<file path="config.mk">
export PLATFORM = sky130hd
export DESIGN_NAME = ilas_config_capture
export DESIGN_NICKNAME = d
export VERILOG_FILES = /design/src/design/ilas_capture_pkg.sv /design/src/design/ilas_config_capture.sv /design/src/design/ilas_lane_capture.sv
export VERILOG_INCLUDE_DIRS = /design/src /design/src/design
export SDC_FILE = /design/constraint.sdc
export NUM_CORES = 1
export LEC_CHECK = 0
export ABC_CLOCK_PERIOD_IN_PS = 9630
export BUFFER_PORTS_ARGS = -buffer_cell sky130_fd_sc_hd__buf_4
export CAP_MARGIN = 25
export CORE_UTILIZATION = 45
export CTS_CLUSTER_SIZE = 10
export DETAILED_ROUTE_END_ITERATION = 8
export PLACE_DENSITY_LB_ADDON = 0.25
export SETUP_SLACK_MARGIN = 0.02
export SYNTH_ARGS = -nofsm -noshare
export SYNTH_HDL_FRONTEND = slang
export SYNTH_SLANG_ARGS = --single-unit
export TNS_END_PERCENT = 100
</file>
<file path="constraint.sdc">
create_clock -name clock -period 9.63 [get_ports clock]
set_input_delay 0.963 -clock clock [delete_from_list [all_inputs] [get_ports clock]]
set_output_delay 0.963 -clock clock [all_outputs]
set_load 0.01 [all_outputs]
</file>
<file path="src/design/ilas_capture_cfg.svh">
// Offsets, field positions, reset values and octet indices for the
// capture bank. Assumes the link layer delivers in-order config octets.
// Functional notes
// - Converter count kept as count minus one
// - Control bits field 7:6, sender sends zero
// - Resolution minus one in five-bit field
// - Subclass code in three bits, 000/001
// - Bits per sample minus one, five bits
// - Samples per frame minus one, low bits
// - Density flag in bit 7
// - Control words field low five, sender zero
// - Two reserved octets captured whole, read-only
// - Received checksum stored per lane
// - Local checksum, method from mode bit
// - Lane 1 identifier in low five bits
// - Lane 1 computed checksum, same method
`ifndef ILAS_CAPTURE_CFG_SVH
`define ILAS_CAPTURE_CFG_SVH

// Register offsets on the configuration port
`define OFS_CONV_COUNT 12'h406
`define OFS_CTRL_RES 12'h407
`define OFS_SUBCLASS_NP 12'h408
`define OFS_VERSION_S 12'h409
`define OFS_DENSITY_CF 12'h40a
`define OFS_RES_ONE 12'h40b
`define OFS_RES_TWO 12'h40c
`define OFS_L0_RX_SUM 12'h40d
`define OFS_L0_CALC_SUM 12'h40e
`define OFS_L1_ID 12'h412
`define OFS_L1_RX_SUM 12'h415
`define OFS_L1_CALC_SUM 12'h416
`define OFS_L2_ID 12'h41a

// Reset value of every capture register
`define CAP_RESET 8'h00

// Octet positions within the link configuration sequence
`define OCT_FIRST 4'h0
`define OCT_BID 4'h1
`define OCT_LID 4'h2
`define OCT_SCR_L 4'h3
`define OCT_F 4'h4
`define OCT_K 4'h5
`define OCT_M 4'h6
`define OCT_CS_N 4'h7
`define OCT_SUB_NP 4'h8
`define OCT_VER_S 4'h9
`define OCT_HD_CF 4'ha
`define OCT_RES1 4'hb
`define OCT_RES2 4'hc
`define OCT_SUM 4'hd

// Field positions
`define FLD_CS_HI 7
`define FLD_CS_LO 6
`define FLD_LOW5_HI 4
`define FLD_TOP3_LO 5
`define FLD_HD_BIT 7
`define FLD_PHADJ_BIT 5
`define FLD_ADJDIR_BIT 6
`define FLD_SCR_BIT 7

`endif

</file>
<file path="src/design/ilas_capture_pkg.sv">
// Types shared by the capture bank and its lane engine.
// Assumes the cfg header carries all numeric constants.
package ilas_capture_pkg;
   typedef enum logic {CAP_IDLE, CAP_BUSY} capture_state_t;
   typedef logic [13:0][7:0] cfg_octets_t;
endpackage

</file>
<file path="src/design/ilas_config_capture.sv">
// Read-only bank of link configuration captured from lanes 0 and 1.
// Assumes a simple read/write strobe port and in-order octet streams.
`timescale 1ns/1ps
`include "ilas_capture_cfg.svh"
module ilas_config_capture #(
   parameter int LANES = 2
) (
   // Clock and reset
   input wire logic clock,
   input wire logic nrst,
   // Configuration port
   input wire logic regRdEn,
   input wire logic regWrEn,
   input wire logic [11:0] regAddr,
   input wire logic [7:0] regWrData,
   output logic [7:0] regRdData,
   output logic regRdValid,
   // Checksum method select from the link control register
   input wire logic checksumMode,
   // Per-lane configuration octet streams
   input wire logic [LANES-1:0] laneValid,
   input wire logic [LANES-1:0][3:0] laneIndex,
   input wire logic [LANES-1:0][7:0] laneOctet,
   // Per-lane status
   output logic [LANES-1:0] laneSumReady,
   output logic [LANES-1:0] laneMismatch
);
   ilas_capture_pkg::cfg_octets_t laneOct [LANES];
   logic [7:0] laneCalc [LANES];
   logic [LANES-1:0] laneBusy;
   logic [7:0] regRdData_r;
   logic regRdValid_r;
   logic [7:0] rdMux;

   // One capture engine per lane
   for (genvar g = 0; g < LANES; g++) begin : gLane
      ilas_lane_capture uLane (
         .clock(clock),
         .nrst(nrst),
         .octValid(laneValid[g]),
         .octIndex(laneIndex[g]),
         .octData(laneOctet[g]),
         .checksumMode(checksumMode),
         .octets(laneOct[g]),
         .calcSum(laneCalc[g]),
         .sumReady(laneSumReady[g]),
         .mismatch(laneMismatch[g]),
         .busy(laneBusy[g])
      );
   end

   // Read decode; reserved bits and unknown offsets read zero
   always_comb begin
      rdMux = `CAP_RESET;
      case (regAddr)
         `OFS_CONV_COUNT: rdMux = laneOct[0][`OCT_M];
         `OFS_CTRL_RES: begin
            rdMux[`FLD_CS_HI:`FLD_CS_LO] =
               laneOct[0][`OCT_CS_N][`FLD_CS_HI:`FLD_CS_LO];
            rdMux[`FLD_LOW5_HI:0] =
               laneOct[0][`OCT_CS_N][`FLD_LOW5_HI:0];
         end
         `OFS_SUBCLASS_NP: begin
            rdMux[7:`FLD_TOP3_LO] =
               laneOct[0][`OCT_SUB_NP][7:`FLD_TOP3_LO];
            rdMux[`FLD_LOW5_HI:0] =
               laneOct[0][`OCT_SUB_NP][`FLD_LOW5_HI:0];
         end
         `OFS_VERSION_S: begin
            rdMux[7:`FLD_TOP3_LO] =
               laneOct[0][`OCT_VER_S][7:`FLD_TOP3_LO];
            rdMux[`FLD_LOW5_HI:0] =
               laneOct[0][`OCT_VER_S][`FLD_LOW5_HI:0];
         end
         `OFS_DENSITY_CF: begin
            rdMux[`FLD_HD_BIT] =
               laneOct[0][`OCT_HD_CF][`FLD_HD_BIT];
            rdMux[`FLD_LOW5_HI:0] =
               laneOct[0][`OCT_HD_CF][`FLD_LOW5_HI:0];
         end
         `OFS_RES_ONE: rdMux = laneOct[0][`OCT_RES1];
         `OFS_RES_TWO: rdMux = laneOct[0][`OCT_RES2];
         `OFS_L0_RX_SUM: rdMux = laneOct[0][`OCT_SUM];
         `OFS_L0_CALC_SUM: rdMux = laneCalc[0];
         `OFS_L1_ID: begin
            rdMux[`FLD_LOW5_HI:0] =
               laneOct[1][`OCT_LID][`FLD_LOW5_HI:0];
         end
         `OFS_L1_RX_SUM: rdMux = laneOct[1][`OCT_SUM];
         `OFS_L1_CALC_SUM: rdMux = laneCalc[1];
         default: rdMux = `CAP_RESET;
      endcase
   end

   // Registered read answer; writes have no effect on any capture
   always_ff @(posedge clock or negedge nrst) begin
      if (!nrst) begin
         regRdData_r <= `CAP_RESET;
         regRdValid_r <= 1'b0;
      end else begin
         regRdValid_r <= regRdEn;
         if (regRdEn) begin
            regRdData_r <= rdMux;
         end
      end
   end

   assign regRdData = regRdData_r;
   assign regRdValid = regRdValid_r;
endmodule

</file>
<file path="src/design/ilas_lane_capture.sv">
// One lane's configuration capture and checksum engine.
// Assumes octets arrive in order, index 0 first, one per valid cycle.
`timescale 1ns/1ps
`include "ilas_capture_cfg.svh"
module ilas_lane_capture (
   // Clock and reset
   input wire logic clock,
   input wire logic nrst,
   // Octet stream from the lane
   input wire logic octValid,
   input wire logic [3:0] octIndex,
   input wire logic [7:0] octData,
   // Checksum method select
   input wire logic checksumMode,
   // Captured results
   output ilas_capture_pkg::cfg_octets_t octets,
   output logic [7:0] calcSum,
   output logic sumReady,
   output logic mismatch,
   output logic busy
);
   ilas_capture_pkg::capture_state_t state_r;
   ilas_capture_pkg::cfg_octets_t oct_r;
   logic [7:0] calcSum_r;
   logic sumReady_r;
   logic mismatch_r;
   logic last_r;
   logic [7:0] sumNow;
   logic startOct;
   logic endOct;

   // Mode 0 adds the fields, mode 1 adds the whole octets
   function automatic logic [7:0] lane_sum(
         input ilas_capture_pkg::cfg_octets_t o, input logic mode);
      logic [7:0] s;
      s = 8'h00;
      if (mode) begin
         for (int i = 0; i < 13; i++) begin
            s = s + o[i];
         end
      end else begin
         s = o[0] + 8'(o[1][3:0]) + 8'(o[1][7:4]) + 8'(o[2][4:0]);
         s = s + 8'(o[2][`FLD_PHADJ_BIT]) + 8'(o[2][`FLD_ADJDIR_BIT]);
         s = s + 8'(o[3][`FLD_SCR_BIT]) + 8'(o[3][4:0]) + o[4];
         s = s + 8'(o[5][4:0]) + o[6] + 8'(o[7][4:0]) + 8'(o[7][7:6]);
         s = s + 8'(o[8][4:0]) + 8'(o[8][7:5]) + 8'(o[9][4:0]);
         s = s + 8'(o[9][7:5]) + 8'(o[10][4:0]) + 8'(o[10][7]);
      end
      return s;
   endfunction

   assign startOct = octValid && (octIndex == `OCT_FIRST);
   assign endOct = octValid && (octIndex == `OCT_SUM)
                   && (state_r == ilas_capture_pkg::CAP_BUSY);
   assign sumNow = lane_sum(oct_r, checksumMode);

   // Sequence tracking
   always_ff @(posedge clock or negedge nrst) begin
      if (!nrst) begin
         state_r <= ilas_capture_pkg::CAP_IDLE;
      end else begin
         case (state_r)
            ilas_capture_pkg::CAP_IDLE: begin
               if (startOct) begin
                  state_r <= ilas_capture_pkg::CAP_BUSY;
               end
            end
            ilas_capture_pkg::CAP_BUSY: begin
               if (endOct) begin
                  state_r <= ilas_capture_pkg::CAP_IDLE;
               end
            end
            default: state_r <= ilas_capture_pkg::CAP_IDLE;
         endcase
      end
   end

   // Octet store, held until the next sequence writes over it
   always_ff @(posedge clock or negedge nrst) begin
      if (!nrst) begin
         oct_r <= '0;
      end else if (octValid && octIndex <= `OCT_SUM
                   && (startOct || state_r == ilas_capture_pkg::CAP_BUSY)) begin
         oct_r[octIndex] <= octData;
      end
   end

   // Checksum and compare one cycle after the last octet lands
   always_ff @(posedge clock or negedge nrst) begin
      if (!nrst) begin
         last_r <= 1'b0;
         calcSum_r <= `CAP_RESET;
         sumReady_r <= 1'b0;
         mismatch_r <= 1'b0;
      end else begin
         last_r <= endOct;
         sumReady_r <= last_r;
         if (last_r) begin
            calcSum_r <= sumNow;
            mismatch_r <= (sumNow != oct_r[`OCT_SUM]);
         end else if (startOct) begin
            mismatch_r <= 1'b0;
         end
      end
   end

   assign octets = oct_r;
   assign calcSum = calcSum_r;
   assign sumReady = sumReady_r;
   assign mismatch = mismatch_r;
   assign busy = (state_r == ilas_capture_pkg::CAP_BUSY);
endmodule

</file>
Word level (Yosys, flattened, before mapping). Cells that the tools add are included.

Bitwise gates (word level): 2. Multiplexer cells: 22. Equal/unequal tests: 16. Reductions and logical operators: 18. $lt $le $gt $ge: 6. Add/subtract/negate cells: 60.

Operator list (number): $add 8x8->8 (28); $bwmux 112 (2); $eq 12x11->1 const B (12); $add 8x5->8 (14); $add 8x1->8 (8); $demux 8 s4 (2); $pmux 5 s12 (1); $add 8x3->8 (4); $add 8x4->8 (4); $mux 8 (4); $add 8x2->8 (2); $ne 8x8->1 (2); $logic_and 1x1->1 (12); $pmux 1 s11 (1); $lt 4x5->1 const B (2); $pmux 1 s10 (1); $pmux 1 s9 (1); $eq 4x4->1 const B (2); $ge 4x1->1 const B (2); $le 4x4->1 const B (2); $logic_not 4->1 (2); $mux 1 (8); $pmux 1 s2 (2); $reduce_bool 2->1 (2); 2 further kinds (4).

Logic and storage cells: 164. Flip-flop bits (word level): 257.

Depth between registers and ports, before layout.
Word-level depth: 21. Gate-level depth with buffers: 21. Gate-level depth less buffers: 21.

Cells and area by module. From an unflattened synthesis, not the netlist that was laid out.

Cells, all modules: 1674. Area, all modules: 19029.5 µm².

By module, submodules not included: ilas_lane_capture at gLane[0].uLane (instances 1, cells each 755, area an instance 8844.7 µm²); ilas_lane_capture at gLane[1].uLane (instances 1, cells each 741, area an instance 8834.7 µm²); ilas_config_capture (instances 1, cells each 178, area an instance 1350.0 µm²).

Worst setup path before layout. OpenSTA, ideal clock, no wires.

Path type: register to register. Start: register gLane[0].uLane.oct_r (netlist bit gLane[0].uLane.octets[49]). End: register gLane[0].uLane.mismatch_r. Setup slack: 4417 ps. Required time: 9494 ps. Data arrival time: 5077 ps. Clock period less this slack: 5213 ps. Cell stages (with the launch flop): 21. Cells stage by stage: dfrtp_1 -> fa_1 -> inv_1 -> fa_1 -> inv_1 -> fa_1 -> inv_1 -> fa_1 -> fa_1 -> inv_1 -> ha_1 -> ha_1 -> fa_1 -> a21o_1 -> a21oi_1 -> o21bai_1 -> a21oi_1 -> xnor2_1 -> mux2i_2 -> xor2_1 -> a31oi_1.

Cells in the longest elaborated chain, start to end: 12.

Ends and longest elaborated chain: from (decl) (line ilas_lane_capture.sv:23) `ilas_capture_pkg::cfg_octets_t oct_r;`; from (signal, indexed assignment) (line ilas_lane_capture.sv:84) `oct_r[octIndex] <= octData;`; $add 8x8->8 (line ilas_lane_capture.sv:45) `s = s + 8'(o[5][4:0]) + o[6] + 8'(o[7][4:0]) + 8'(o[7][7:6]);`; $add 8x5->8 (line ilas_lane_capture.sv:45); $add 8x2->8 (line ilas_lane_capture.sv:45); $add 8x5->8 (line ilas_lane_capture.sv:46) `s = s + 8'(o[8][4:0]) + 8'(o[8][7:5]) + 8'(o[9][4:0]);`; $add 8x3->8 (line ilas_lane_capture.sv:46); $add 8x5->8 (line ilas_lane_capture.sv:46); $add 8x3->8 (line ilas_lane_capture.sv:47) `s = s + 8'(o[9][7:5]) + 8'(o[10][4:0]) + 8'(o[10][7]);`; $add 8x5->8 (line ilas_lane_capture.sv:47); $add 8x1->8 (line ilas_lane_capture.sv:47); $mux 8 * (line ilas_lane_capture.sv:37) `if (mode) begin`; $ne 8x8->1 * (line ilas_lane_capture.sv:100) `` mismatch_r <= (sumNow != oct_r[`OCT_SUM]); ``; $mux 1 * (line ilas_lane_capture.sv:98) `if (last_r) begin`; to (signal assigned) (line ilas_lane_capture.sv:100); to (decl) (line ilas_lane_capture.sv:26) `logic mismatch_r;`.

Mark *: on every way between the ends. The rest lies on a longest branch, timed or not. A chain may end at the register's enable or synchronous reset.

Worst setup path in the final report.
Start: register gLane[0].uLane.oct_r (netlist bit gLane[0].uLane.octets[63]). End: register gLane[0].uLane.mismatch_r.

Cells in the longest elaborated chain, start to end: 10.

Ends and longest elaborated chain (line): $add 8x2->8 (ilas_lane_capture.sv:45); $add 8x5->8 (ilas_lane_capture.sv:46); $add 8x3->8 (ilas_lane_capture.sv:46); $add 8x5->8 (ilas_lane_capture.sv:46); $add 8x3->8 (ilas_lane_capture.sv:47); $add 8x5->8 (ilas_lane_capture.sv:47); $add 8x1->8 (ilas_lane_capture.sv:47); $mux 8 * (ilas_lane_capture.sv:37); $ne 8x8->1 * (ilas_lane_capture.sv:100); $mux 1 * (ilas_lane_capture.sv:98).

Marked as above.

==> flow_metrics.tcl <==
set metrics [dict create \
    grt_usage_pct 22.5 \
    synth_edf_count 0 \
    synth_top_cell_by_area "dfrtp_1" \
    vias 11500 \
    syn_avg_cell_area_um2 11.5 \
    cp_top_family "adder cells" \
    cp_data_required_time_ns 10.06 \
    wl_um 44800 \
    worst_path_largest_cell_delay_ns 0.54 \
    root_buffer "clkbuf_16" \
    cts_buffer_depth 3 \
    drive_gt1_share_pct 17.7 \
    path_clk_slew_ns 0.06 \
    num_io_pins 64 \
    worstSetupPathType "flop to flop" \
    final-seq-area_mm2 0.00643 \
    worstPathCellList "fa_1 > inv_1 > fa_1 > inv_1 > fa_1 > inv_1 > fa_1 > fa_1 > inv_1 > ha_1 > ha_1 > fa_1 > a21o_1 > a21oi_1 > xnor2_1 > o21ai_0 > xnor2_1 > nor4_1 > a31oi_1" \
    ys.flop_type "dfrtp_1" \
    async_reset_ff_share_pct 100 \
    ys_warn_count 0 \
    drt-vias-per-instance 5.17 \
    grt_pass1_vias 12400 \
    fmax_mhz 167 \
    final_util_pct 50.5 \
    synth_nets 2003 \
    syn2layout_area_growth_pct 10.1 \
    wl_per_cell_um 20.1 \
    cts.sinks 257 \
    slew_headroom_pct 24.5 \
    tightest_slew_ns 1.13 \
    antenna_left 0 \
    rsz0062_at_grt "false" \
    cts_hold_buf 0 \
    multi_input_area_mm2 0.0108 \
    antenna_found_initial 0 \
    gp_congestion 0.867 \
    cts_setup_buffers 0 \
    hpwl_um 35100 \
    status "finished clean" \
    ctsResizeCount 0 \
    fp.coreArea_mm2 0.0411 \
    io_buffers 54 \
    cts_buffers 31 \
    r2r_start "gLane[0].uLane.octets[63]$_DFFE_PN0P_" \
    arrival_ns 6.42 \
    row_count 74 \
    grt-ovfl-total 0 \
    synth_seq_cells 257 \
    syn-cell-area_mm2 0.0189 \
    hp-class "input pin to async pin" \
    cp_slowest_cell "fa_1" \
    worstSkewPairLatency_ns 0.59 \
    drc 0 \
    finClkSkew_ns 0.0197 \
    synth_seq_area_share_pct 34.1 \
    fp.dieArea_mm2 0.0428 \
    start_util_pct 45.9 \
    final_area_mm2 0.0208 \
    cts_tree "done" \
    cp_num_buf_inv 4 \
    final_max_slew_viol_count 0 \
    die_w_um 207 \
    antenna_cells 0 \
    path_max_fanout 4 \
    setup.worst_path.end_class "flop" \
    tns_ns 0 \
    synth_area_leaders "dfrtp_1 34%, fa_1 26%, mux2_2 11%, inv_1 7.4%, ha_1 4.4%" \
    cp-start-kind "flop" \
    cp_common_cell "fa_1" \
    grt_max_degree 122 \
    nNetsFinal 2049 \
    yosysTopAreaCellShare_pct 34.1 \
    drtPass1Iterations 7 \
    setup_viol 0 \
    period_share_pct 62.2 \
    drt-initial-drc-count 613 \
    nFillCells 3676 \
    finalHoldViolCount 0 \
    die_y_um 207 \
    fin_crit_ns 5.99 \
    cp-startpoint "gLane[0].uLane.octets[63]$_DFFE_PN0P_" \
    htree_levels 1 \
    syn_inst 1638 \
    cap_violations 0 \
    synth_cell_types 56 \
    dpl_cell_area_mm2 0.0198 \
    grt_pass1_wl_um 71600 \
]
[cells by family (layout without fill, tap and decap cells)]
logic type,count (synthesis),count (layout),share of synthesized area (%)
simple gates,169,169,4.24
mux,206,206,12.3
fa+ha+maj,314,314,30.7
flops,257,257,34.1
buf+inv,427,483,8.67
compound gates,170,170,5.44
xor+xnor,95,95,4.59
[area by class of cell]
| cell class | instances | area share (%) |
|---|---|---|
| Clock buffer | 38 | 3.96 |
| Clock inverter | 5 | 0.380 |
| Inverter | 370 | 6.69 |
| Multi-Input combinational cell | 954 | 52.1 |
| Sequential cell | 257 | 31.0 |
| Tap cell | 532 | 3.20 |
| Timing Repair Buffer | 70 | 2.73 |
[worst paths after layout]
kind,end,slack (ns),cells after the start
worst max-delay path,gLane[0].uLane.mismatch$_DFFE_PN0P_,3.64,19
worst min-delay path,gLane[0].uLane.octets[14]$_DFFE_PN0P_,0.47,1
worst max register to register,gLane[0].uLane.mismatch$_DFFE_PN0P_,3.64,19
worst min register to register,gLane[1].uLane.octets[18]$_DFFE_PN0P_,0.50,1
max in group asynchronous,regRdData[1]$_DFFE_PN0P_,7.71,2
min in group clock,gLane[1].uLane.octets[18]$_DFFE_PN0P_,0.50,1
[synth_stat cells (3+ instances only)]
master    instances
nand2b_1          6
nand2_1          73
ha_1             66
o21bai_1          6
nand3_1           5
mux2i_1          22
buf_4             5
nor2_1           44
fa_1            248
or4_1             3
buf_2             5
a211oi_1          5
a21o_1           12
a31oi_1           4
nor3_2            3
a311oi_1          3
or3_1             3
xnor2_1          71
clkbuf_1         44
a221oi_1          7
and2_1            3
a21oi_1          48
nor4_1            7
a22oi_1           8
o21ai_0          61
nor3_1            5
mux2_2          181
nand4_1           4
nand4b_1          3
dfrtp_1         257
inv_1           370
a22o_1            3
xor2_1           21
[state kept, by name (all words and copies together), names as in the netlist]
signal / flops
gLane.uLane.busy: 2
gLane.uLane.calcSum: 16
gLane.uLane.last_r: 2
gLane.uLane.mismatch: 2
gLane.uLane.octets: 224
gLane.uLane.sumReady: 2
regRdData: 8
regRdValid: 1
[stage by stage]
step	hold WS, ns	setup slack (ns)	std cells
after floorplan	0.352	4.42	1638
after global placement	0.488	3.68	2174
after detailed placement	0.493	3.64	2177
after CTS	0.505	3.61	2220
after global routing	0.513	3.31	2226
final	0.474	3.64	2226
[cell usage in the layout (no fill, tap or decap), types with 4 or more instances in the layout]
cell type and count:
inv_1 370, dfrtp_1 257, fa_1 248, mux2_2 181, nand2_1 73, xnor2_1 71, ha_1 66, buf_4 64
o21ai_0 61, a21oi_1 48, nor2_1 44, clkbuf_16 31, mux2i_1 22, xor2_1 21, a21o_1 12, a22oi_1 8
a221oi_1 7, nand2b_1 6, nor4_1 6, o21bai_1 6, nand3_1 5, a211oi_1 5, clkbuf_1 5, nand4_1 4
nor3_1 4, nor3_2 4, a31oi_1 4, buf_6 4
[per-layer routing]
metal / up-vias / part of all wire [%] / track usage (%)
met5: - / 0 / 0
met3: 47 / 6.9 / 5.38
met1: 5981 / 46 / 32.5
met2: 272 / 45 / 34.2
li1: 5211 / - / -
met4: 0 / 1.6 / 5.14
Power is left out: the tool's default activity adds up to more than one toggle a clock period on the data nets, which glitch-free logic cannot reach.
